**src/pkg/tpou_pkg.sv**
```systemverilog
// Shared constants for the timed pattern output unit.
package tpou_pkg;

   // Register indices; the byte address on the bus is four times the index.
   localparam logic [7:0] TPOU_IDX_NOV = 8'ha0;
   localparam logic [7:0] TPOU_IDX_TRIG = 8'ha1;
   localparam logic [7:0] TPOU_IDX_EN_HI = 8'ha2;
   localparam logic [7:0] TPOU_IDX_EN_LO = 8'ha3;
   localparam logic [7:0] TPOU_IDX_ND_HI_P = 8'ha4;
   localparam logic [7:0] TPOU_IDX_ND_LO_P = 8'ha5;
   localparam logic [7:0] TPOU_IDX_ND_HI_S = 8'ha6;
   localparam logic [7:0] TPOU_IDX_ND_LO_S = 8'ha7;

   // Bus geometry.
   localparam int unsigned TPOU_ADR_W = 10;
   localparam int unsigned TPOU_IDX_LSB = 2;

   // Field positions of the trigger-select fields, two bits per group.
   localparam int unsigned TPOU_GRP0_SEL_LSB = 0;
   localparam int unsigned TPOU_GRP1_SEL_LSB = 2;
   localparam int unsigned TPOU_GRP2_SEL_LSB = 4;
   localparam int unsigned TPOU_GRP3_SEL_LSB = 6;
   localparam int unsigned TPOU_SEL_W = 2;
   localparam int unsigned TPOU_NGRP = 4;
   localparam int unsigned TPOU_NCH = 4;

   // Reset values.
   localparam logic [7:0] TPOU_RST_TRIG = 8'hff;
   localparam logic [3:0] TPOU_RST_NOV = 4'h0;
   localparam logic [7:0] TPOU_RST_EN = 8'h00;
   localparam logic [3:0] TPOU_RST_ND = 4'h0;
   localparam logic [3:0] TPOU_RST_PIN = 4'h0;

   // Read values of unused positions.
   localparam logic [3:0] TPOU_NOV_RSV = 4'hf;
   localparam logic [3:0] TPOU_NIB_ONES = 4'hf;
   localparam logic [7:0] TPOU_BYTE_ONES = 8'hff;
   localparam logic [7:0] TPOU_UNMAPPED_RD = 8'h00;
   localparam logic [23:0] TPOU_RD_PAD = 24'h000000;

endpackage : tpou_pkg

```
**src/hw/tpou_group.sv**
```systemverilog
// One four-bit output group: trigger selection and transfer to the pins.
`timescale 1ns/1ps
module tpou_group (
   // Clock and reset.
   input wire logic clk_i,
   input wire logic rst_i,
   // Configuration.
   input wire logic [1:0] trig_sel_i,
   input wire logic nov_i,
   input wire logic [3:0] en_i,
   input wire logic [3:0] nd_i,
   // Timer compare-match pulses, one per channel.
   input wire logic [3:0] cmp_a_i,
   input wire logic [3:0] cmp_b_i,
   // Pattern outputs.
   output logic [3:0] pins_o
);
   import tpou_pkg::*;

   wire match_a;
   wire match_b;
   wire [3:0] full_xfer;
   wire [3:0] fall_only;
   wire [3:0] next_pins;

   assign match_a = cmp_a_i[trig_sel_i];
   assign match_b = cmp_b_i[trig_sel_i];
   // Disabled bits keep their pin value; enabled bits take the next data.
   assign full_xfer = (en_i & nd_i) | (~en_i & pins_o);
   // Non-overlap: falling edges go at match A, rising edges wait for match B.
   assign fall_only = pins_o & ~(en_i & ~nd_i);
   assign next_pins = (nov_i && match_b) ? full_xfer : (match_a ? (nov_i ? fall_only : full_xfer) : pins_o);

   always_ff @(posedge clk_i)
   begin
      if (rst_i)
      begin
         pins_o <= TPOU_RST_PIN;
      end
      else
      begin
         pins_o <= next_pins;
      end
   end

   normal_xfer_a: assert property (@(posedge clk_i) disable iff (rst_i)
      (!nov_i && match_a) |=> (((pins_o ^ $past(nd_i)) & $past(en_i)) == 4'h0))
      else $error("Enabled pin missed its next data at match A.");

   nov_no_rise_a: assert property (@(posedge clk_i) disable iff (rst_i)
      (nov_i && match_a && !match_b) |=> ((pins_o & ~$past(pins_o)) == 4'h0))
      else $error("Pin rose at match A in non-overlap mode.");

   nov_rise_b_a: assert property (@(posedge clk_i) disable iff (rst_i)
      (nov_i && match_b) |=> (((pins_o ^ $past(nd_i)) & $past(en_i)) == 4'h0))
      else $error("Enabled pin missed its next data at match B.");

   disabled_hold_a: assert property (@(posedge clk_i) disable iff (rst_i)
      1'b1 |=> (((pins_o ^ $past(pins_o)) & ~$past(en_i)) == 4'h0))
      else $error("Disabled pin changed.");

   idle_hold_a: assert property (@(posedge clk_i) disable iff (rst_i)
      !(match_a || (nov_i && match_b)) |=> $stable(pins_o))
      else $error("Pins changed without a trigger.");

endmodule : tpou_group

```
**src/hw/tpou_nibble.sv**
```systemverilog
// One four-bit next-data holding register.
`timescale 1ns/1ps
module tpou_nibble (
   // Clock and reset.
   input wire logic clk_i,
   input wire logic rst_i,
   // Write side.
   input wire logic we_i,
   input wire logic [3:0] wdata_i,
   // Stored value.
   output logic [3:0] q_o
);
   import tpou_pkg::*;

   always_ff @(posedge clk_i)
   begin
      if (rst_i)
      begin
         q_o <= TPOU_RST_ND;
      end
      else if (we_i)
      begin
         q_o <= wdata_i;
      end
   end

endmodule : tpou_nibble

```
**src/hw/tpou_top.sv**
```systemverilog
// Timed pattern output unit: register file on classic Wishbone and four output groups.
//
// Behaviour
// - Group 0 trigger field picks channel 0-3.
// - Group 1 trigger field picks channel 0-3.
// - Group 2 trigger field picks channel 0-3.
// - Group 3 trigger field picks channel 0-3.
// - Enable bit 0 blocks next data transfer.
// - Enable bit 1 transfers next data on trigger.
// - Shared trigger: one byte, companion reads ones.
// - Split trigger: nibbles at two addresses, rest ones.
// - Normal mode updates at selected compare match A.
// - Non-overlap mode uses compare match A and B.
//
// Chosen here: the Wishbone interface to the registers.
`timescale 1ns/1ps
module tpou_top (
   // Clock and reset.
   input wire logic clk_i,
   input wire logic rst_i,
   // Wishbone slave.
   input wire logic wb_cyc_i,
   input wire logic wb_stb_i,
   input wire logic wb_we_i,
   input wire logic [tpou_pkg::TPOU_ADR_W-1:0] wb_adr_i,
   input wire logic [3:0] wb_sel_i,
   input wire logic [31:0] wb_dat_i,
   output logic [31:0] wb_dat_o,
   output logic wb_ack_o,
   // Timer compare-match pulses, one bit per channel.
   input wire logic [3:0] cmp_a_i,
   input wire logic [3:0] cmp_b_i,
   // Pattern pins and their per-bit drive enables.
   output logic [15:0] pattern_pin_o,
   output logic [15:0] pattern_drive_o
);
   import tpou_pkg::*;

   logic [7:0] trig_sel;
   logic [3:0] nov;
   logic [7:0] en_hi;
   logic [7:0] en_lo;
   logic [15:0] next_output_bit;
   logic [7:0] rd_byte;

   wire req;
   wire [7:0] idx;
   wire wr_fire;
   wire [7:0] wbyte;
   wire hit_nov;
   wire hit_trig;
   wire hit_en_hi;
   wire hit_en_lo;
   wire hit_hi_p;
   wire hit_lo_p;
   wire hit_hi_s;
   wire hit_lo_s;
   wire same_lo;
   wire same_hi;
   wire [1:0] sel_g0;
   wire [1:0] sel_g1;
   wire [1:0] sel_g2;
   wire [1:0] sel_g3;
   wire [3:0] nib_we;
   wire [15:0] nib_wd;
   wire [7:0] rd_lo_p;
   wire [7:0] rd_lo_s;
   wire [7:0] rd_hi_p;
   wire [7:0] rd_hi_s;
   wire [15:0] en_all;

   // Bus decode. Only byte lane 0 carries data; the upper lanes read as zero.
   assign req = wb_cyc_i & wb_stb_i;
   assign idx = wb_adr_i[TPOU_IDX_LSB +: 8];
   assign wbyte = wb_dat_i[7:0];
   // A write takes effect at the edge where the master sees ack.
   assign wr_fire = req & wb_we_i & wb_ack_o & wb_sel_i[0];
   assign hit_nov = (idx == TPOU_IDX_NOV);
   assign hit_trig = (idx == TPOU_IDX_TRIG);
   assign hit_en_hi = (idx == TPOU_IDX_EN_HI);
   assign hit_en_lo = (idx == TPOU_IDX_EN_LO);
   assign hit_hi_p = (idx == TPOU_IDX_ND_HI_P);
   assign hit_lo_p = (idx == TPOU_IDX_ND_LO_P);
   assign hit_hi_s = (idx == TPOU_IDX_ND_HI_S);
   assign hit_lo_s = (idx == TPOU_IDX_ND_LO_S);

   // Trigger fields per group.
   assign sel_g0 = trig_sel[TPOU_GRP0_SEL_LSB +: TPOU_SEL_W];
   assign sel_g1 = trig_sel[TPOU_GRP1_SEL_LSB +: TPOU_SEL_W];
   assign sel_g2 = trig_sel[TPOU_GRP2_SEL_LSB +: TPOU_SEL_W];
   assign sel_g3 = trig_sel[TPOU_GRP3_SEL_LSB +: TPOU_SEL_W];
   assign same_lo = (sel_g0 == sel_g1);
   assign same_hi = (sel_g2 == sel_g3);

   // Next-data write steering follows the trigger arrangement.
   assign nib_we[0] = wr_fire & (same_lo ? hit_lo_p : hit_lo_s);
   assign nib_we[1] = wr_fire & hit_lo_p;
   assign nib_we[2] = wr_fire & (same_hi ? hit_hi_p : hit_hi_s);
   assign nib_we[3] = wr_fire & hit_hi_p;
   assign nib_wd = {wbyte[7:4], wbyte[3:0], wbyte[7:4], wbyte[3:0]};

   // Next-data read images; positions not in use read as ones.
   assign rd_lo_p = same_lo ? next_output_bit[7:0] : {next_output_bit[7:4], TPOU_NIB_ONES};
   assign rd_lo_s = same_lo ? TPOU_BYTE_ONES : {TPOU_NIB_ONES, next_output_bit[3:0]};
   assign rd_hi_p = same_hi ? next_output_bit[15:8] : {next_output_bit[15:12], TPOU_NIB_ONES};
   assign rd_hi_s = same_hi ? TPOU_BYTE_ONES : {TPOU_NIB_ONES, next_output_bit[11:8]};

   assign en_all = {en_hi, en_lo};
   assign pattern_drive_o = en_all;

   always_comb
   begin
      if (hit_nov)
      begin
         rd_byte = {TPOU_NOV_RSV, nov};
      end
      else if (hit_trig)
      begin
         rd_byte = trig_sel;
      end
      else if (hit_en_hi)
      begin
         rd_byte = en_hi;
      end
      else if (hit_en_lo)
      begin
         rd_byte = en_lo;
      end
      else if (hit_hi_p)
      begin
         rd_byte = rd_hi_p;
      end
      else if (hit_lo_p)
      begin
         rd_byte = rd_lo_p;
      end
      else if (hit_hi_s)
      begin
         rd_byte = rd_hi_s;
      end
      else if (hit_lo_s)
      begin
         rd_byte = rd_lo_s;
      end
      else
      begin
         rd_byte = TPOU_UNMAPPED_RD;
      end
   end

   // Ack comes one cycle after the request and lasts one cycle.
   always_ff @(posedge clk_i)
   begin
      if (rst_i)
      begin
         wb_ack_o <= 1'b0;
         wb_dat_o <= 32'h00000000;
      end
      else
      begin
         wb_ack_o <= req & ~wb_ack_o;
         if (req && !wb_ack_o)
         begin
            wb_dat_o <= {TPOU_RD_PAD, rd_byte};
         end
      end
   end

   always_ff @(posedge clk_i)
   begin
      if (rst_i)
      begin
         trig_sel <= TPOU_RST_TRIG;
         nov <= TPOU_RST_NOV;
         en_hi <= TPOU_RST_EN;
         en_lo <= TPOU_RST_EN;
      end
      else if (wr_fire)
      begin
         if (hit_trig)
         begin
            trig_sel <= wbyte;
         end
         if (hit_nov)
         begin
            nov <= wbyte[3:0];
         end
         if (hit_en_hi)
         begin
            en_hi <= wbyte;
         end
         if (hit_en_lo)
         begin
            en_lo <= wbyte;
         end
      end
   end

   genvar g;
   generate
      for (g = 0; g < TPOU_NGRP; g++)
      begin : g_grp
         tpou_nibble u_nib (
            .clk_i(clk_i),
            .rst_i(rst_i),
            .we_i(nib_we[g]),
            .wdata_i(nib_wd[4*g +: 4]),
            .q_o(next_output_bit[4*g +: 4])
         );
         tpou_group u_grp (
            .clk_i(clk_i),
            .rst_i(rst_i),
            .trig_sel_i(trig_sel[TPOU_SEL_W*g +: TPOU_SEL_W]),
            .nov_i(nov[g]),
            .en_i(en_all[4*g +: 4]),
            .nd_i(next_output_bit[4*g +: 4]),
            .cmp_a_i(cmp_a_i),
            .cmp_b_i(cmp_b_i),
            .pins_o(pattern_pin_o[4*g +: 4])
         );
      end
   endgenerate

   grp0_trigger_a: assert property (@(posedge clk_i) disable iff (rst_i)
      (!nov[0] && cmp_a_i[sel_g0])
      |=> (((pattern_pin_o[3:0] ^ $past(next_output_bit[3:0])) & $past(en_all[3:0])) == 4'h0))
      else $error("Group 0 did not follow its selected channel.");

   grp1_trigger_a: assert property (@(posedge clk_i) disable iff (rst_i)
      (!nov[1] && cmp_a_i[sel_g1])
      |=> (((pattern_pin_o[7:4] ^ $past(next_output_bit[7:4])) & $past(en_all[7:4])) == 4'h0))
      else $error("Group 1 did not follow its selected channel.");

   grp2_trigger_a: assert property (@(posedge clk_i) disable iff (rst_i)
      (!nov[2] && cmp_a_i[sel_g2])
      |=> (((pattern_pin_o[11:8] ^ $past(next_output_bit[11:8])) & $past(en_all[11:8])) == 4'h0))
      else $error("Group 2 did not follow its selected channel.");

   grp3_trigger_a: assert property (@(posedge clk_i) disable iff (rst_i)
      (!nov[3] && cmp_a_i[sel_g3])
      |=> (((pattern_pin_o[15:12] ^ $past(next_output_bit[15:12])) & $past(en_all[15:12])) == 4'h0))
      else $error("Group 3 did not follow its selected channel.");

   pin_disabled_a: assert property (@(posedge clk_i) disable iff (rst_i)
      1'b1 |=> (((pattern_pin_o ^ $past(pattern_pin_o)) & ~$past(en_all)) == 16'h0000))
      else $error("A disabled pattern pin changed.");

   shared_companion_a: assert property (@(posedge clk_i) disable iff (rst_i)
      (req && !wb_ack_o && hit_hi_s && same_hi) |=> (wb_dat_o == 32'h000000ff))
      else $error("Companion address did not read all ones.");

   shared_write_a: assert property (@(posedge clk_i) disable iff (rst_i)
      (wr_fire && hit_hi_p && same_hi) |=> (next_output_bit[15:8] == $past(wbyte)))
      else $error("Shared next-data byte not stored.");

   split_read_a: assert property (@(posedge clk_i) disable iff (rst_i)
      (req && !wb_ack_o && hit_hi_p && !same_hi) |=> (wb_dat_o[3:0] == 4'hf))
      else $error("Unused lower nibble did not read ones.");

   split_write_a: assert property (@(posedge clk_i) disable iff (rst_i)
      (wr_fire && hit_hi_s && !same_hi) |=> (next_output_bit[11:8] == $past(wbyte[3:0])))
      else $error("Group 2 next data not stored at upper address.");

   unused_write_a: assert property (@(posedge clk_i) disable iff (rst_i)
      (wr_fire && hit_hi_s && same_hi) |=> $stable(next_output_bit[11:8]))
      else $error("Write to unused position changed next data.");

   ack_pulse_a: assert property (@(posedge clk_i) disable iff (rst_i)
      (req && !wb_ack_o) |=> wb_ack_o ##1 !wb_ack_o)
      else $error("Ack was not a single cycle after the request.");

   unmapped_read_a: assert property (@(posedge clk_i) disable iff (rst_i)
      (req && !wb_ack_o && (idx < TPOU_IDX_NOV || idx > TPOU_IDX_ND_LO_S)) |=> (wb_dat_o == 32'h00000000))
      else $error("Unmapped address did not read zero.");

   // Register read-back, write steering, write timing and reset value checks.
   trig_write_a: assert property (@(posedge clk_i) disable iff (rst_i)
      (wr_fire && hit_trig) |=> (trig_sel == $past(wbyte)))
      else $error("Trigger select write not stored.");

   trig_read_a: assert property (@(posedge clk_i) disable iff (rst_i)
      (req && !wb_ack_o && hit_trig) |=> (wb_dat_o == {TPOU_RD_PAD, $past(trig_sel)}))
      else $error("Trigger select did not read back.");

   en_hi_write_a: assert property (@(posedge clk_i) disable iff (rst_i)
      (wr_fire && hit_en_hi) |=> (en_hi == $past(wbyte)))
      else $error("High enable write not stored.");

   en_lo_write_a: assert property (@(posedge clk_i) disable iff (rst_i)
      (wr_fire && hit_en_lo) |=> (en_lo == $past(wbyte)))
      else $error("Low enable write not stored.");

   en_hi_read_a: assert property (@(posedge clk_i) disable iff (rst_i)
      (req && !wb_ack_o && hit_en_hi) |=> (wb_dat_o[7:0] == $past(en_hi)))
      else $error("High enable did not read back.");

   en_lo_read_a: assert property (@(posedge clk_i) disable iff (rst_i)
      (req && !wb_ack_o && hit_en_lo) |=> (wb_dat_o[7:0] == $past(en_lo)))
      else $error("Low enable did not read back.");

   nov_write_a: assert property (@(posedge clk_i) disable iff (rst_i)
      (wr_fire && hit_nov) |=> (nov == $past(wbyte[3:0])))
      else $error("Non-overlap write not stored.");

   nov_read_a: assert property (@(posedge clk_i) disable iff (rst_i)
      (req && !wb_ack_o && hit_nov) |=> (wb_dat_o[7:0] == {TPOU_NOV_RSV, $past(nov)}))
      else $error("Non-overlap register did not read back.");

   shared_read_a: assert property (@(posedge clk_i) disable iff (rst_i)
      (req && !wb_ack_o && hit_hi_p && same_hi) |=> (wb_dat_o[7:0] == $past(next_output_bit[15:8])))
      else $error("Shared next-data byte did not read back.");

   split_companion_a: assert property (@(posedge clk_i) disable iff (rst_i)
      (req && !wb_ack_o && hit_hi_s && !same_hi) |=> (wb_dat_o[7:0] == {TPOU_NIB_ONES, $past(next_output_bit[11:8])}))
      else $error("Group 2 next data did not read at upper address.");

   split_upper_a: assert property (@(posedge clk_i) disable iff (rst_i)
      (wr_fire && hit_hi_p && !same_hi) |=> ((next_output_bit[15:12] == $past(wbyte[7:4])) && $stable(next_output_bit[11:8])))
      else $error("Split write at lower address reached the wrong nibble.");

   split_ignore_a: assert property (@(posedge clk_i) disable iff (rst_i)
      (wr_fire && hit_hi_s && !same_hi) |=> $stable(next_output_bit[15:12]))
      else $error("Split write at upper address changed group 3 data.");

   lo_shared_write_a: assert property (@(posedge clk_i) disable iff (rst_i)
      (wr_fire && hit_lo_p && same_lo) |=> (next_output_bit[7:0] == $past(wbyte)))
      else $error("Shared low next-data byte not stored.");

   lo_companion_a: assert property (@(posedge clk_i) disable iff (rst_i)
      (req && !wb_ack_o && hit_lo_s && same_lo) |=> (wb_dat_o[7:0] == TPOU_BYTE_ONES))
      else $error("Low companion address did not read all ones.");

   lo_split_read_a: assert property (@(posedge clk_i) disable iff (rst_i)
      (req && !wb_ack_o && hit_lo_s && !same_lo) |=> (wb_dat_o[7:0] == {TPOU_NIB_ONES, $past(next_output_bit[3:0])}))
      else $error("Group 0 next data did not read at upper address.");

   lo_split_write_a: assert property (@(posedge clk_i) disable iff (rst_i)
      (wr_fire && hit_lo_s && !same_lo) |=> ((next_output_bit[3:0] == $past(wbyte[3:0])) && $stable(next_output_bit[7:4])))
      else $error("Split low write reached the wrong nibble.");

   lane_ignore_a: assert property (@(posedge clk_i) disable iff (rst_i)
      (req && wb_we_i && wb_ack_o && !wb_sel_i[0]) |=> ($stable(next_output_bit) && $stable(trig_sel) && $stable(en_all)))
      else $error("Write without lane 0 select changed a register.");

   late_write_a: assert property (@(posedge clk_i) disable iff (rst_i)
      (req && !wb_ack_o) |=> ($stable(next_output_bit) && $stable(trig_sel) && $stable(en_all) && $stable(nov)))
      else $error("Write took effect before ack.");

   upper_zero_a: assert property (@(posedge clk_i) disable iff (rst_i)
      wb_ack_o |-> (wb_dat_o[31:8] == TPOU_RD_PAD))
      else $error("Upper read lanes were not zero.");

   reset_values_a: assert property (@(posedge clk_i) disable iff (rst_i)
      $fell(rst_i) |-> ((trig_sel == TPOU_RST_TRIG) && (en_all == 16'h0000) && (next_output_bit == 16'h0000)))
      else $error("Registers did not hold their reset values.");

endmodule : tpou_top

```
**config.mk**
```make
export PLATFORM = sky130hd
export DESIGN_NAME = tpou_top
export DESIGN_NICKNAME = d
export VERILOG_FILES = /design/src/pkg/tpou_pkg.sv /design/src/hw/tpou_group.sv /design/src/hw/tpou_nibble.sv /design/src/hw/tpou_top.sv
export SDC_FILE = /design/constraint.sdc
export NUM_CORES = 1
export LEC_CHECK = 0
export BUFFER_PORTS_ARGS = -buffer_cell sky130_fd_sc_hd__buf_2
export CORE_MARGIN = 5
export CORE_UTILIZATION = 35
export CTS_CLUSTER_DIAMETER = 60
export CTS_CLUSTER_SIZE = 20
export DETAILED_ROUTE_END_ITERATION = 10
export HOLD_SLACK_MARGIN = 0.06
export PLACE_DENSITY = 0.64
export SYNTH_ARGS = -nofsm -noshare
export SYNTH_HDL_FRONTEND = slang
export SYNTH_SLANG_ARGS = --single-unit
export TNS_END_PERCENT = 10
```
**constraint.sdc**
```tcl
create_clock -name clk_i -period 1.9 [get_ports clk_i]
set_input_delay 0.285 -clock clk_i [delete_from_list [all_inputs] [get_ports clk_i]]
set_output_delay 0.285 -clock clk_i [all_outputs]
set_load 0.05 [all_outputs]
```
* Word-level counts from Yosys, hierarchy flattened *
Index checks and enable logic that the tools add are counted.

storage, ports and cells
  input port bits = 59
  output and inout bits = 65
  bits in registers = 69
  logic and storage cells = 126

cells by class
  bitwise gates (word level) = 42
  mux-type cells = 42
  magnitude comparators = 4
  reduce and logical (&&, ||, !) cells = 14
  equal/unequal tests = 10

operators by type and width
  kind                                                        number
  AND 4 bit                                                   16
  equality test 8 bit, second input constant                  8
  two-way mux 4 bit                                           16
  two-way mux 8 bit                                           8
  NOT 4 bit                                                   12
  binary-select mux 1 bit (select 2 bit)                      8
  bitwise OR 4 bit                                            4
  less-than comparator 2 x 3 -> 1 bit, second input constant  4
  two-way mux 1 bit                                           10
  AND 1 bit                                                   9
  AND reduction 2 bit                                         4
  nonzero test 2 bit                                          4
  logical AND 1 bit                                           5
  equality test 2 bit                                         2
  zero test 1 bit                                             1
  NOT 1 bit                                                   1

* Logic depth before layout (Yosys ltp) *
  depth after elaboration = 10
  mapped depth = 7
  gate-level depth less buffers = 5

* Hierarchy *
From an unflattened synthesis, not the netlist that was laid out.

second synthesis, totals
  cells, all modules = 384
  area, all modules = 3652.3 µm²

modules (own cells, without submodules)
  module       times used  area an instance (µm²)  cells an instance  sequential area each (µm²)
  tpou_top     1           2235.9                  252                740.7
  tpou_group   4           214.0                   20                 80.1
  tpou_nibble  4           140.1                   13                 80.1

* Worst setup path after synthesis *
Ideal clock, no wire load.

  path kind = reg-to-reg
  from = register wb_ack_o
  to = register en_hi[2]
  required time = 1772 ps
  stages on the path, launching flop included = 7
  arrival = 2061 ps
  slack = -289 ps
  clock period less this slack = 2189 ps
  buffers on the path = 1
  setup time = 128 ps
  cell sequence = dfxtp_1 > nand3_1 > or2_2 > buf_2 > nor4_4 > mux2i_1 > nor2_1

between the ends
  longest elaborated chain between the ends = 3

RTL lines
  item                           line             source
  start: declaration             tpou_top.sv:29   output logic wb_ack_o,
  start signal: assignment       tpou_top.sv:161  wb_ack_o <= req & ~wb_ack_o;
  AND 1 bit (2 in a row)         tpou_top.sv:77   assign wr_fire = req & wb_we_i & wb_ack_o & wb_sel_i[0];
  AND reduction 2 bit (no line)  --
  end signal: assignment         tpou_top.sv:190  en_hi <= wbyte;
  end: declaration               tpou_top.sv:41   logic [7:0] en_hi;

Every way passes these cells.
A chain may end at the register's enable or synchronous reset.

* Final worst setup path *
  from = register trig_sel[3]
  to = register wb_dat_o[2]

between the ends
  longest elaborated chain between the ends = 10
  elaborated cells between the ends (all ways) = 11
  those cells by class = eq/ne: 1; mux: 10

RTL lines
  item                      line             source
  start: declaration        tpou_top.sv:39   logic [7:0] trig_sel;
  start signal: assignment  tpou_top.sv:182  trig_sel <= wbyte;
  equality test 2 bit *     tpou_top.sv:92   assign same_lo = (sel_g0 == sel_g1);
  two-way mux 4 bit         tpou_top.sv:104  assign rd_lo_s = same_lo ? TPOU_BYTE_ONES : {TPOU_NIB_ONES, next_output_bit[3:0]};
  two-way mux 8 bit         tpou_top.sv:141  else if (hit_lo_s)
  two-way mux 8 bit         tpou_top.sv:137  else if (hit_hi_s)
  two-way mux 8 bit *       tpou_top.sv:133  else if (hit_lo_p)
  two-way mux 8 bit *       tpou_top.sv:129  else if (hit_hi_p)
  two-way mux 8 bit *       tpou_top.sv:125  else if (hit_en_lo)
  two-way mux 8 bit *       tpou_top.sv:121  else if (hit_en_hi)
  two-way mux 8 bit *       tpou_top.sv:117  else if (hit_trig)
  two-way mux 8 bit *       tpou_top.sv:113  if (hit_nov)
  end signal: assignment    tpou_top.sv:164  wb_dat_o <= {TPOU_RD_PAD, rd_byte};
  end: declaration          tpou_top.sv:28   output logic [31:0] wb_dat_o,

Mark *: on every way between the ends. The rest lies on a longest branch, timed or not.

==> impl_metrics.csv <==
group,metric,value,unit
synthesis,synth.distinct_cells,47,
critical_path,cp_max_fo,6,
sta,finalSetupViolations,0,
cts,clock_latency,0.34,ns
power,pwr-share-seq,45.2,%
floorplan,fp-row-count,37,
cts,cts_hold_buf,0,
synthesis,synth_ff_type,"dfxtp_1",
synthesis,synthTopCellsByCount,"dfxtp_1, nor2_1, mux2i_1",
synthesis,yosysTopAreaCell,"dfxtp_1",
sta,whs,0.265,ns
critical_path,worstSetupEndpointType,"register",
cts,cts_tree,"done",
critical_path,path_cells,"xor2_1, nor3_1, o21ai_0, a31o_2, a31o_2",
floorplan,die_h,113,um
synthesis,ys_warn_count,0,
cts,cts_inserted_buffers,9,
synthesis,async_flop_share,0,%
power,power.leakage,1.83,nW
floorplan,die_area,12900,um^2
synthesis,yosysMostFrequentCell,"dfxtp_1",
power,power.total,0.00322,W
sta,report.final.hold_viol_count,0,
global_routing,gr-total-overflow,0,
critical_path,cp.arrival,1.99,ns
layout,nets,545,
global_routing,grt_pass1_wl,17.3,mm
global_routing,grt_use_total,17.0,%
synthesis,synth_area,3750,um^2
cts,path_clk_slew,0.07,ns
critical_path,slowest_stage,"dfxtp_1",
synthesis,synth_edf_count,0,
sta,skew,0.00849,ns
global_routing,grt_pass1_vias,3271,
synthesis,ys_seq_area_share,36.9,%
synthesis,synthTopCellsByArea,"dfxtp_1, mux2i_1, nor2_1, buf_4, mux4_2",
sta,grt_setup_unrepaired,"false",
cts,max-clock-path-buffers,2,
detailed_routing,routed_wl,10.9,mm
critical_path,worstSetupPathType,"reg -> reg",
global_routing,grt_max_degree,37,
detailed_routing,vias,3251,
detailed_routing,wire_per_inst,17.4,um
critical_path,cp-start-kind,"register",
cts,clock_tree.root_cell,"clkbuf_8",
layout,drive_gt1_share,29.9,%
detailed_routing,dr.pass1.iters,4,
synthesis,synth_top_area_share,36.9,%
power,p_clk_share,43.4,%
floorplan,placeableCoreArea,10400,um^2
floorplan,start_util,36.1,%
power,ir_worst_vdd,0.459,mV
power,pwr-share-comb,11.4,%
sta,final_max_slew_viol_count,0,
cts,cts.sinks,69,
hold_path,min_path_cells,3,
detailed_routing,vias_per_cell,5.19,
detailed_routing,first_iter_violations,160,
power,powerDensity,707,nW/um^2
detailed_routing,drcViolationCount,0,
layout,fill_cells,1071,
critical_path,critPathTopFamily,"compound AO/OA/AOI/OAI gates",
power,internal_power,0.00239,W
hold_path,holdCritPathClass,"in -> reg",
sta,max_freq,567,MHz
placement,place.gp.congestion,0.894,
cts,h-tree-depth,3,
floorplan,fp.dieW,113,um
critical_path,ff2ff_path_depth,5,
synthesis,avgSynthCellArea,9.30,um^2
critical_path,cp_common_cell,"a31o_2",
sta,post-route-period-util,92.8,%
critical_path,required,2.13,ns
detailed_routing,ant_nets,0,
layout,final_area,4550,um^2
flow_run,drv_cap,0,
synthesis,netlist_instances,403,
placement,hpwlAfterDp,8.47,mm
placement,portBuffers,70,
critical_path,cp_num_cells,5,
layout,areaGrowthSynthToFinish,21.6,%
layout,n_antenna_cell,0,
status,status,"completed",
critical_path,crit_buf_inv,0,
floorplan,ios,124,
power,swShare,25.6,%
critical_path,slowest_delay,0.49,ns
global_routing,grt_antenna_before_repair,1,
synthesis,ys_ff_latch,69,
power,p_switching,0.000826,W
placement,postPlaceCellArea,4300,um^2
sta,final.min_clock_period,1.76,ns
[sequential cells by signal (all words and copies together), names as in the netlist]
name and cells:
g_grp.u_grp.pins_o 16, g_grp.u_nib.q_o 16, en_hi 8, en_lo 8, trig_sel 8, wb_dat_o 8
nov 4, wb_ack_o 1
[final cells by class]
cell class	count	area [um^2]	share of cell area, %
sequential	69	1390	30.6
tap	136	170	3.74
multi-input combinational	289	2100	46.1
inverter	19	71.3	1.57
clock buffer	13	170	3.74
timing repair buffer	98	586	12.9
clock inverter	3	65.1	1.43
[cell usage in the layout (no fill, tap or decap), drive strengths merged, types with 6 or more instances in the layout]
cell / netlist / routed
o21ai: 13 / 13
inv: 18 / 18
mux2i: 50 / 50
a311oi: 20 / 20
mux4: 8 / 8
a21oi: 33 / 33
clkbuf: 15 / 13
nor2: 55 / 55
buf: 34 / 98
nand2: 18 / 18
mux2: 6 / 6
nor3: 8 / 8
dfxtp: 69 / 69
conb: 1 / 24
[worst paths after layout]
check | start | end | slack [ns]
setup / recovery | trig_sel[3]$_SDFFE_PP1P_ | wb_dat_o[2]$_SDFFE_PP0P_ | 0.14
hold / removal | wb_dat_i[4] | trig_sel[4]$_SDFFE_PP1P_ | 0.26
setup reg to reg | trig_sel[3]$_SDFFE_PP1P_ | wb_dat_o[2]$_SDFFE_PP0P_ | 0.14
hold reg to reg | g_grp[0].u_nib.q_o[0]$_SDFFE_PP0P_ | g_grp[0].u_grp.pins_o[0]$_SDFFE_PP0P_ | 0.49
[logic make-up after synthesis]
family,Yosys count,share of synthesized area [%]
AOI/OAI and AO/OA,89,16.3
xor gates and xnor gates,8,1.87
buffers and inverters,68,9.79
DFF,69,36.9
muxes,64,20.0
other,1,0.100
and+or+nand+nor,104,15.1
[tightest hold or removal path, stage by stage]
cell	delay (ns)
buf_2	0.14
mux2i_1	0.08
nand2_1	0.05
[stage by stage]
stage          TNS, ns  cells  util, %  setup WS [ns]
2_1_floorplan  -0.0538    426        -       -0.00676
3_3_place_gp    -0.815    611     41.4         -0.103
3_5_place_dp     -1.09    611     41.4         -0.114
4_1_cts              0    627     43.7         0.0256
5_1_grt              0    627     43.9        0.00744
6_report             0    627     43.9          0.137
[layer usage]
layer  share of wire, %  vias to the layer above  track usage (%)
met5              0.064                        -                0
li1                   -                     1572                -
met4                1.6                        2             4.89
met2                 49                      111             28.6
met3                6.5                       17             3.82
met1                 43                     1549             21.8
[timing repair]
action,in CTS,in global routing
resized for setup,0,7
endpoints found under the setup margin,0,7
buffers inserted,0,0
[power groups by stage]
stage	clock network [W]	logic, W	registers (W)
finish	0.00140	0.000367	0.00146
global route	0.00149	0.000391	0.00146
CTS	0.00142	0.000365	0.00146
detailed placement	0	0.000365	0.00149
global placement	0	0.000362	0.00149
floorplan	0	0.000268	0.00152
No activity file was read; power rests on OpenSTA's default activity.
